--- src/include/ubl_map.vh ---
// Purpose: constants of the serial receive/control block
// Assumes: one 250 MHz clock; bit time in clock cycles is given by software
// Notes:   field codes are those of the width/parity and pin-usage fields
`ifndef UBL_MAP_VH
`define UBL_MAP_VH

// ****************************************
// width / parity field codes
// ****************************************
`define UBL_WP_8N        2'h0
`define UBL_WP_8E        2'h1
`define UBL_WP_8O        2'h2
`define UBL_WP_9N        2'h3

// ****************************************
// pin usage field codes
// ****************************************
`define UBL_PU_NONE      2'h0
`define UBL_PU_RTS       2'h1
`define UBL_PU_RTS_CTS   2'h2
`define UBL_PU_BCLK      2'h3

// ****************************************
// sizes and timing
// ****************************************
`define UBL_FIFO_DEPTH   4
`define UBL_CHAR_W       9
`define UBL_DIV_W        16
`define UBL_DIV_RESET    16'h0043
`define UBL_BREAK_BITS   13
`define UBL_IRQ_LVL_3OF4 3'h3
`define UBL_IRQ_LVL_FULL 3'h4

`endif

--- src/rtl/ubl_pin_route.v ---
// Purpose: steering of receive line, flow-control and capture inputs
// Assumes: all inputs synchronous to clock
// Notes:   purely combinational; the top registers what leaves the chip
`timescale 1ns/100ps
`include "ubl_map.vh"

module ubl_pin_route (
   input  wire       module_enable_bit,
   input  wire       loopback_select,
   input  wire [1:0] pin_usage_field,
   input  wire       auto_rate_route_bit,
   input  wire       serial_in_pin,
   input  wire       tx_line,
   input  wire       rts_n,
   input  wire       clear_to_send_pin_n,
   input  wire       capture_input_pin,
   output wire       rx_line,
   output wire       cts_n,
   output wire       cts_used,
   output wire       rts_used,
   output wire       bclk_used,
   output wire       capture_channel_in
);

   wire route_on;

   // receive pin cut off while looping back
   assign rx_line  = loopback_select ? tx_line : serial_in_pin;

   // in loopback only code 10 feeds cts from our own rts
   assign cts_used = (pin_usage_field == `UBL_PU_RTS_CTS);
   assign cts_n    = (loopback_select && cts_used) ? rts_n
                                                   : clear_to_send_pin_n;
   assign rts_used = (pin_usage_field == `UBL_PU_RTS) ||
                     (pin_usage_field == `UBL_PU_RTS_CTS);
   assign bclk_used = (pin_usage_field == `UBL_PU_BCLK);

   assign route_on = auto_rate_route_bit && module_enable_bit &&
                     !loopback_select;
   assign capture_channel_in = route_on ? serial_in_pin
                                        : capture_input_pin;

endmodule

--- src/rtl/ubl_rx_fifo.v ---
// Purpose: receive character store with framing flag per entry
// Assumes: push is ignored when full; pop is ignored when empty
// Notes:   flip-flop storage, index addressed
`timescale 1ns/100ps
`include "ubl_map.vh"

module ubl_rx_fifo #(
   parameter W     = `UBL_CHAR_W,
   parameter DEPTH = `UBL_FIFO_DEPTH,
   parameter AW    = 2
) (
   input  wire          clock,
   input  wire          rst,
   input  wire          push,
   input  wire [W-1:0]  push_data,
   input  wire          push_frame_err,
   input  wire          pop,
   output wire [W-1:0]  head_data,
   output wire          head_frame_err,
   output reg  [AW:0]   count_r,
   output wire          empty,
   output wire          full
);

   reg [W:0]    mem_r [0:DEPTH-1];
   reg [AW-1:0] wr_r;
   reg [AW-1:0] rd_r;
   wire         do_push;
   wire         do_pop;
   integer      i;

   assign empty   = (count_r == {(AW+1){1'b0}});
   assign full    = (count_r == DEPTH[AW:0]);
   assign do_push = push && !full;
   assign do_pop  = pop && !empty;
   assign head_data = mem_r[rd_r][W-1:0];
   assign head_frame_err = mem_r[rd_r][W];

   always @(posedge clock or posedge rst) begin
      if (rst) begin
         wr_r    <= {AW{1'b0}};
         rd_r    <= {AW{1'b0}};
         count_r <= {(AW+1){1'b0}};
         for (i = 0; i < DEPTH; i = i + 1) begin
            mem_r[i] <= {(W+1){1'b0}};
         end
      end else begin
         if (do_push) begin
            mem_r[wr_r] <= {push_frame_err, push_data};
            wr_r        <= wr_r + 1'b1;
         end
         if (do_pop) begin
            rd_r <= rd_r + 1'b1;
         end
         if (do_push && !do_pop) begin
            count_r <= count_r + 1'b1;
         end else if (do_pop && !do_push) begin
            count_r <= count_r - 1'b1;
         end
      end
   end

endmodule

--- src/rtl/ubl_top.v ---
// Purpose: serial transceiver core with break, loopback, routing and power
// Assumes: inputs synchronous to clock; bit time = rate_divisor+1 cycles
// Notes:   no parity error check; a full store drops new characters
`timescale 1ns/100ps
`include "ubl_map.vh"

module ubl_top #(
   parameter DW = `UBL_DIV_W
) (
   input  wire          clock,
   input  wire          rst,
   input  wire          module_enable_bit,
   input  wire          transmit_enable_bit,
   input  wire          loopback_select,
   input  wire [1:0]    pin_usage_field,
   input  wire          auto_rate_route_bit,
   input  wire          wake_bit,
   input  wire          rx_irq_enable,
   input  wire [1:0]    rx_irq_select,
   input  wire          halt_in_idle_bit,
   input  wire [1:0]    width_parity_select,
   input  wire          stop_count_select,
   input  wire [DW-1:0] rate_divisor,
   input  wire          sleep_mode,
   input  wire          idle_mode,
   input  wire [8:0]    tx_data,
   input  wire          tx_valid,
   output wire          tx_ready,
   input  wire          rx_pop,
   output wire [8:0]    rx_data,
   output wire          rx_char_frame_err,
   output wire          rx_data_available,
   output reg           framing_error_flag,
   output reg           receiver_idle_flag,
   output reg           rx_irq,
   input  wire          serial_in_pin,
   output reg           serial_out_pin,
   input  wire          clear_to_send_pin_n,
   output reg           request_to_send_pin_n,
   output reg           request_to_send_oe_n,
   output reg           baud_clk_pin,
   output reg           baud_clk_oe_n,
   input  wire          capture_input_pin,
   output wire          capture_channel_in
);

   // ****************************************
   // receiver states
   // ****************************************
   localparam RX_IDLE  = 3'h0;
   localparam RX_START = 3'h1;
   localparam RX_BITS  = 3'h2;
   localparam RX_STOP  = 3'h3;
   localparam RX_WAITH = 3'h4;

   // ****************************************
   // declarations
   // ****************************************
   reg  [2:0]    rx_st_r;
   reg  [DW-1:0] rx_cnt_r;
   reg  [3:0]    rx_bit_r;
   reg  [9:0]    rx_sh_r;
   reg           rx_prev_r;
   reg           pin_prev_r;
   reg           rx_push_r;
   reg           rx_frame_err_r;
   reg  [8:0]    rx_word_r;
   reg           tx_en_r;
   reg           txe_prev_r;
   reg           tx_busy_r;
   reg  [12:0]   tx_sh_r;
   reg  [3:0]    tx_left_r;
   reg  [DW-1:0] tx_cnt_r;
   wire          halt;
   wire          rx_line;
   wire          cts_n;
   wire          cts_used;
   wire          rts_used;
   wire          bclk_used;
   wire [3:0]    data_bits;
   wire [3:0]    body_bits;
   wire          par_on;
   wire          par_odd;
   wire [DW-1:0] half_bit;
   wire          fifo_empty;
   wire          fifo_full;
   wire [2:0]    fifo_cnt;
   wire          tx_par;
   wire          start_tx;
   wire          wake_edge;
   reg           irq_lvl_ok;

   // ****************************************
   // configuration decode
   // ****************************************
   // 9-bit mode has no parity; stop count adds one or two bits
   assign data_bits = (width_parity_select == `UBL_WP_9N) ? 4'h9 : 4'h8;
   assign par_on  = (width_parity_select == `UBL_WP_8E) ||
                    (width_parity_select == `UBL_WP_8O);
   assign par_odd = (width_parity_select == `UBL_WP_8O);
   assign body_bits = data_bits + {3'h0, par_on};
   assign half_bit  = {1'b0, rate_divisor[DW-1:1]};

   // stopped when disabled, asleep, or idle with halt bit set
   assign halt = !module_enable_bit || sleep_mode ||
                 (idle_mode && halt_in_idle_bit);

   // ****************************************
   // pin steering
   // ****************************************
   ubl_pin_route u_route (
      .module_enable_bit   (module_enable_bit),
      .loopback_select     (loopback_select),
      .pin_usage_field     (pin_usage_field),
      .auto_rate_route_bit (auto_rate_route_bit),
      .serial_in_pin       (serial_in_pin),
      .tx_line             (serial_out_pin),
      .rts_n               (request_to_send_pin_n),
      .clear_to_send_pin_n (clear_to_send_pin_n),
      .capture_input_pin   (capture_input_pin),
      .rx_line             (rx_line),
      .cts_n               (cts_n),
      .cts_used            (cts_used),
      .rts_used            (rts_used),
      .bclk_used           (bclk_used),
      .capture_channel_in  (capture_channel_in)
   );

   // ****************************************
   // receive store
   // ****************************************
   ubl_rx_fifo #(
      .W     (`UBL_CHAR_W),
      .DEPTH (`UBL_FIFO_DEPTH),
      .AW    (2)
   ) u_fifo (
      .clock          (clock),
      .rst            (rst),
      .push           (rx_push_r),
      .push_data      (rx_word_r),
      .push_frame_err (rx_frame_err_r),
      .pop            (rx_pop),
      .head_data      (rx_data),
      .head_frame_err (rx_char_frame_err),
      .count_r        (fifo_cnt),
      .empty          (fifo_empty),
      .full           (fifo_full)
   );

   assign rx_data_available = !fifo_empty;

   // ****************************************
   // receiver
   // ****************************************
   always @(posedge clock or posedge rst) begin
      if (rst) begin
         rx_st_r            <= RX_IDLE;
         rx_cnt_r           <= {DW{1'b0}};
         rx_bit_r           <= 4'h0;
         rx_sh_r            <= 10'h000;
         rx_prev_r          <= 1'b1;
         rx_push_r          <= 1'b0;
         rx_frame_err_r     <= 1'b0;
         rx_word_r          <= 9'h000;
         framing_error_flag <= 1'b0;
         receiver_idle_flag <= 1'b1;
      end else begin
         rx_prev_r <= rx_line;
         rx_push_r <= 1'b0;
         if (!fifo_empty) begin
            framing_error_flag <= rx_char_frame_err;
         end else begin
            framing_error_flag <= 1'b0;
         end
         if (halt) begin
            rx_st_r            <= RX_IDLE;
            receiver_idle_flag <= 1'b1;
         end else begin
            case (rx_st_r)
               RX_IDLE: begin
                  if (rx_prev_r && !rx_line) begin
                     rx_st_r            <= RX_START;
                     rx_cnt_r           <= half_bit;
                     receiver_idle_flag <= 1'b0;
                  end
               end
               RX_START: begin
                  if (rx_cnt_r != {DW{1'b0}}) begin
                     rx_cnt_r <= rx_cnt_r - 1'b1;
                  end else if (rx_line) begin
                     // glitch, not a start bit
                     rx_st_r            <= RX_IDLE;
                     receiver_idle_flag <= 1'b1;
                  end else begin
                     rx_st_r  <= RX_BITS;
                     rx_cnt_r <= rate_divisor;
                     rx_bit_r <= 4'h0;
                  end
               end
               RX_BITS: begin
                  if (rx_cnt_r != {DW{1'b0}}) begin
                     rx_cnt_r <= rx_cnt_r - 1'b1;
                  end else begin
                     rx_sh_r  <= {rx_line, rx_sh_r[9:1]};
                     rx_cnt_r <= rate_divisor;
                     rx_bit_r <= rx_bit_r + 1'b1;
                     if (rx_bit_r + 1'b1 == body_bits) begin
                        rx_st_r <= RX_STOP;
                     end
                  end
               end
               RX_STOP: begin
                  // only the first stop bit is checked
                  if (rx_cnt_r != {DW{1'b0}}) begin
                     rx_cnt_r <= rx_cnt_r - 1'b1;
                  end else begin
                     rx_push_r <= 1'b1;
                     rx_frame_err_r <= !rx_line;
                     if (par_on) begin
                        rx_word_r <= {1'b0, rx_sh_r[8:1]};
                     end else if (data_bits == 4'h9) begin
                        rx_word_r <= rx_sh_r[9:1];
                     end else begin
                        rx_word_r <= {1'b0, rx_sh_r[9:2]};
                     end
                     if (rx_line) begin
                        rx_st_r            <= RX_IDLE;
                        receiver_idle_flag <= 1'b1;
                     end else begin
                        rx_st_r <= RX_WAITH;
                     end
                  end
               end
               RX_WAITH: begin
                  // low line is not a new start bit
                  if (rx_line) begin
                     rx_st_r            <= RX_IDLE;
                     receiver_idle_flag <= 1'b1;
                  end
               end
               default: begin
                  rx_st_r <= RX_IDLE;
               end
            endcase
         end
      end
   end

   // ****************************************
   // receive interrupt and wake
   // ****************************************
   assign wake_edge = sleep_mode && wake_bit && rx_irq_enable &&
                      module_enable_bit && pin_prev_r &&
                      !serial_in_pin;

   always @* begin
      case (rx_irq_select)
         2'h2:    irq_lvl_ok = (fifo_cnt >= `UBL_IRQ_LVL_3OF4);
         2'h3:    irq_lvl_ok = (fifo_cnt == `UBL_IRQ_LVL_FULL);
         default: irq_lvl_ok = 1'b1;
      endcase
   end

   // irq judged a cycle after the push, once the count has moved
   reg push_d_r;
   always @(posedge clock or posedge rst) begin
      if (rst) begin
         pin_prev_r <= 1'b1;
         push_d_r   <= 1'b0;
         rx_irq     <= 1'b0;
      end else begin
         pin_prev_r <= serial_in_pin;
         push_d_r   <= rx_push_r && !fifo_full;
         rx_irq     <= (rx_irq_enable && push_d_r && irq_lvl_ok) ||
                       wake_edge;
      end
   end

   // ****************************************
   // transmitter
   // ****************************************
   assign tx_par = ^tx_data[7:0] ^ par_odd;
   assign tx_ready = tx_en_r && !tx_busy_r && !halt &&
                     !(cts_used && cts_n);
   assign start_tx = tx_ready && tx_valid;

   always @(posedge clock or posedge rst) begin
      if (rst) begin
         tx_en_r    <= 1'b0;
         txe_prev_r <= 1'b0;
         tx_busy_r  <= 1'b0;
         tx_sh_r    <= 13'h1FFF;
         tx_left_r  <= 4'h0;
         tx_cnt_r   <= {DW{1'b0}};
         serial_out_pin <= 1'b1;
      end else begin
         txe_prev_r <= transmit_enable_bit;
         // enable only taken on a rise seen while module is on
         if (!transmit_enable_bit || !module_enable_bit) begin
            tx_en_r <= 1'b0;
         end else if (!txe_prev_r) begin
            tx_en_r <= 1'b1;
         end
         if (halt) begin
            tx_busy_r      <= 1'b0;
            serial_out_pin <= 1'b1;
         end else if (start_tx) begin
            tx_busy_r <= 1'b1;
            tx_cnt_r  <= rate_divisor;
            // every bit after the start bit, stops included
            tx_left_r <= body_bits + {3'h0, stop_count_select} +
                         4'h1;
            serial_out_pin <= 1'b0;
            if (par_on) begin
               tx_sh_r <= {4'hF, tx_par, tx_data[7:0]};
            end else if (data_bits == 4'h9) begin
               tx_sh_r <= {3'h7, 1'b1, tx_data};
            end else begin
               tx_sh_r <= {4'hF, 1'b1, tx_data[7:0]};
            end
         end else if (tx_busy_r) begin
            if (tx_cnt_r != {DW{1'b0}}) begin
               tx_cnt_r <= tx_cnt_r - 1'b1;
               // free a cycle early so a queued start bit keeps full stops
               if (tx_cnt_r == {{(DW-1){1'b0}}, 1'b1} &&
                   tx_left_r == 4'h0) begin
                  tx_busy_r <= 1'b0;
               end
            end else begin
               tx_cnt_r       <= rate_divisor;
               serial_out_pin <= tx_sh_r[0];
               tx_sh_r        <= {1'b1, tx_sh_r[12:1]};
               if (tx_left_r != 4'h0) begin
                  tx_left_r <= tx_left_r - 1'b1;
               end
            end
         end
      end
   end

   // ****************************************
   // side pins
   // ****************************************
   always @(posedge clock or posedge rst) begin
      if (rst) begin
         request_to_send_pin_n <= 1'b1;
         request_to_send_oe_n  <= 1'b1;
         baud_clk_pin          <= 1'b0;
         baud_clk_oe_n         <= 1'b1;
      end else begin
         // rts asks for data while the store has room and the block is not halted
         request_to_send_pin_n <= fifo_full || halt;
         request_to_send_oe_n  <= !(rts_used && module_enable_bit);
         baud_clk_pin  <= (tx_cnt_r > half_bit);
         baud_clk_oe_n <= !(bclk_used && module_enable_bit);
      end
   end

endmodule

--- config.mk ---
export PLATFORM = sky130hd
export DESIGN_NAME = ubl_top
export DESIGN_NICKNAME = d
export VERILOG_FILES = /design/src/rtl/ubl_pin_route.v /design/src/rtl/ubl_rx_fifo.v /design/src/rtl/ubl_top.v
export VERILOG_INCLUDE_DIRS = /design/src /design/src/include
export SDC_FILE = /design/constraint.sdc
export NUM_CORES = 1
export LEC_CHECK = 0
export BUFFER_PORTS_ARGS = -buffer_cell sky130_fd_sc_hd__buf_2
export CORE_ASPECT_RATIO = 0.6
export CORE_MARGIN = 3
export CORE_UTILIZATION = 60
export CTS_CLUSTER_SIZE = 30
export DETAILED_ROUTE_END_ITERATION = 10
export GPL_TIMING_DRIVEN = 0
export PLACE_DENSITY = 0.77
export SYNTH_ARGS = -nofsm -noshare
export SYNTH_HDL_FRONTEND = slang
export SYNTH_SLANG_ARGS = --single-unit
--- constraint.sdc ---
create_clock -name clock -period 4.8 [get_ports clock]
set_input_delay 0.48 -clock clock [delete_from_list [all_inputs] [get_ports clock]]
set_output_delay 0.48 -clock clock [all_outputs]
set_load 0.05 [all_outputs]
==> metrics <==
outcome=completed; Startpoint Class=flip-flop; Post-CTS Hold Fix Bufs=0; post-synthesis adder-cell area fraction=between 6 and 7%; clock latency on the worst-skew pair=0.42 ns; # IOs=69; Syn Nets=821; detailed placement HPWL=about 14 mm; die area=around 14,000 um^2; post-CTS sizing=0; first-pass GRT wire length=31.8 mm; CP arrival=about 2.4 ns; WHS=roughly 0.026 ns; dominant cell type by area after synthesis=dfrtp_1; setup violators final=0; Clock transition at path regs=approximately 0.060 ns; Clock Sinks=~130; largest net degree at the start of global routing=approximately 110; CP bufs+invs=2; peak supply drop=between 0.2 and 0.25 mV; area delta synth->final=16.6%; final worst slack=~1.9 ns; worst-case reg-to-reg path depth=10; Lkg Pwr=around 0.0041 uW; min cycle time layout=about 2.9 ns; final period utilization=59.7%; IO buf count=68; Worst Hold Class=primary input to async pin; TritonCTS clock tree=yes; Max-cap violations=0; Core Rows=31; 1st-iter DRT viols=roughly 640; Max stage delay on crit path=0.65 ns; Setup CP Type=flip-flop to output pin; vias in the first global route=6,161; Synth top area share=between 30% and 40%; Reg-to-Reg Start=u_fifo.count_r[0]$_DFFE_PP0P_; Post-CTS Setup Bufs=0; # nets final=roughly 900; Synth Area in XOR/XNOR=about 2.4%; Post-Syn Area=7570 um^2; Distinct cells, synth=73; skew final=0.00846 ns; mux share of post-synthesis cell area=13.2%; most common cell after layout, fill and taps aside=dfrtp_1; Peak Freq=349 MHz; share of cells above drive strength 1=about a quarter; worst reg2reg setup slack=approximately 2.2 ns; detailed-route wire length per cell=a little under 20 um; CP max FO=10; Max Slew Vio Count=0; Synth Register Bits=approximately 130; Total Wirelength=19.7 mm; setup TNS=0 ns; syn_area_per_cell=between 10 and 15 um^2; Mapped Cells=approximately 740; RSZ-0062 raised after global routing=no; Slew @ Worst Pin=a little over 0.8 ns; most frequent cells in the layout=dfrtp_1, buf_2, nand2_1, mux2_2, o21ai_0; Post-route DRC=0; vias=6,292; Post-synth EDFFs=0; Pwr Total=3520 uW; Seq/Total Area, Yosys=about 44%; worst path cell trace=buf_1 > mux4_2 > buf_2; Synth Area in Simple Gates=15.1%; Worst EP required=between 4 and 5 ns; GP Congestion=about 0.9; main combinational cell family by area after synthesis=simple AND/OR/NAND/NOR gates; core area=between 10,000 and 15,000 um^2; Die X=151 um; power per cell area=about 400 nW/um^2; Num CTS Buffers=17; Place WS=2.16 ns; predominant post-synthesis flop cell=dfrtp_1; global route overflow=0; compound-cell area share of the yosys netlist=15.0%; diodes inserted=0; Root Buffer=clkbuf_16; Final ANT Viol Nets=0; Synth Warn #=0; Total Routing Usage GR=roughly 30%; Async S/R FF share, synth=100%; DRT Pass-1 Iters=7; H-tree depth=4; Starting Density=62.1%; die height=between 90 and 100 um; CP max stage cell=buf_1; DR vias/cell=between 6 and 7; RR Endpoint=u_fifo.count_r[2]$_DFFE_PP0P_; Final Hold Vio Count=0; top cells by area, synth=dfrtp_1, mux2_2, ha_1; Crit. End Element=output pin; initial antenna violation count=0; Crit path max-delay family=buffers and inverters; worst rel slew slack=45.6%; Clock Path Buffers=2
state kept, by name, indices dropped and copies added, names as in the netlist, 2 cells and up:
name,flops
tx_sh_r,9
tx_left_r,4
rx_sh_r,9
u_fifo.rd_r,2
tx_cnt_r,16
rx_word_r,9
rx_cnt_r,16
u_fifo.wr_r,2
rx_bit_r,4
u_fifo.mem_r,40
u_fifo.count_r,3
rx_st_r,3
through the flow:
| stage | area [um^2] | util [%] | cells |
|---|---|---|---|
| after floorplan | 7570 | - | 737 |
| after detailed placement | 8150 | 66.9 | 971 |
| after global placement | 8110 | 66.6 | 970 |
| after CTS | 8820 | 72.4 | 1003 |
| final | 8820 | 72.4 | 1003 |
| after global routing | 8820 | 72.4 | 1003 |
worst max path at each step:
stage,from,cells after the start,endpoint
2_1_floorplan,rst,1,baud_clk_pin$_DFF_PP0_
3_3_place_gp,rst,2,tx_left_r[3]$_DFFE_PP0P_
3_5_place_dp,loopback_select,8,rx_cnt_r[9]$_DFFE_PP0P_
4_1_cts,u_fifo.rd_r[0]$_DFFE_PP0P_,3,rx_data[8]
5_1_grt,u_fifo.rd_r[0]$_DFFE_PP0P_,3,rx_data[8]
6_report,u_fifo.rd_r[0]$_DFFE_PP0P_,3,rx_data[8]
kinds of logic (layout without fill, tap and decap cells):
group / after synthesis / count (layout)
simple gates: 222 / 222
compound gates: 174 / 174
flops: 133 / 133
mux: 81 / 81
buf+inv: 70 / 171
fa+ha+maj: 36 / 36
xor+xnor: 21 / 21
layer usage:
metal	part of all wire (%)	GRT usage, %
met1	46	44.0
met2	42	41.8
met3	10	9.06
met4	1.3	6.71
met5	0	0
cells in the mapped netlist (3+ instances only):
| cell type | instances |
|---|---|
| dfrtp_1 | 117 |
| nand2_1 | 69 |
| mux2_2 | 52 |
| o21ai_0 | 52 |
| nor2_1 | 46 |
| inv_1 | 41 |
| a21oi_1 | 35 |
| ha_1 | 35 |
| nor3_1 | 28 |
| mux2i_1 | 19 |
| dfstp_2 | 16 |
| xnor2_1 | 14 |
| a22o_1 | 13 |
| clkbuf_1 | 13 |
| a31oi_1 | 12 |
| buf_2 | 10 |
| mux4_2 | 10 |
| nand3_1 | 10 |
| nand4_1 | 9 |
| nor4_1 | 9 |
| o2bb2ai_1 | 9 |
| xor2_1 | 7 |
| and2_1 | 6 |
| nand2b_1 | 6 |
| nor3b_1 | 6 |
| a21o_1 | 5 |
| a22oi_1 | 5 |
| and3_1 | 5 |
| o22ai_1 | 5 |
| o21ai_1 | 4 |
| a221oi_1 | 3 |
| buf_6 | 3 |
| nor2b_1 | 3 |
| o211a_1 | 3 |
| o211ai_1 | 3 |
| o21a_1 | 3 |
| o31ai_1 | 3 |
| or3_1 | 3 |
worst reg2reg max path: stages, from the launching register on:
cell	delay, ns
dfrtp_1	0.49
nor2_1	0.11
nand2_1	0.18
and2_1	0.16
clkbuf_1	0.35
ha_1	0.28
inv_1	0.07
fa_1	0.37
xor2_1	0.18
nor2_1	0.14
xor2_1	0.20
final cells by class:
type / instances / area, um^2
clock buffer: 18 / 429
fill: 880 / 3360
buffer: 29 / 148
tap: 165 / 206
multi-input combinational: 534 / 3920
clock inverter: 14 / 246
sequential: 133 / 3350
timing repair buffer: 69 / 368
inverter: 41 / 159
report_power, final:
part	leakage [uW]	internal [uW]	switching [uW]	total, uW
clock	0.000330	983	512	1490
sequential	0.00172	1230	142	1370
combinational	0.00206	274	382	656
No activity file was read; power rests on OpenSTA's default activity.
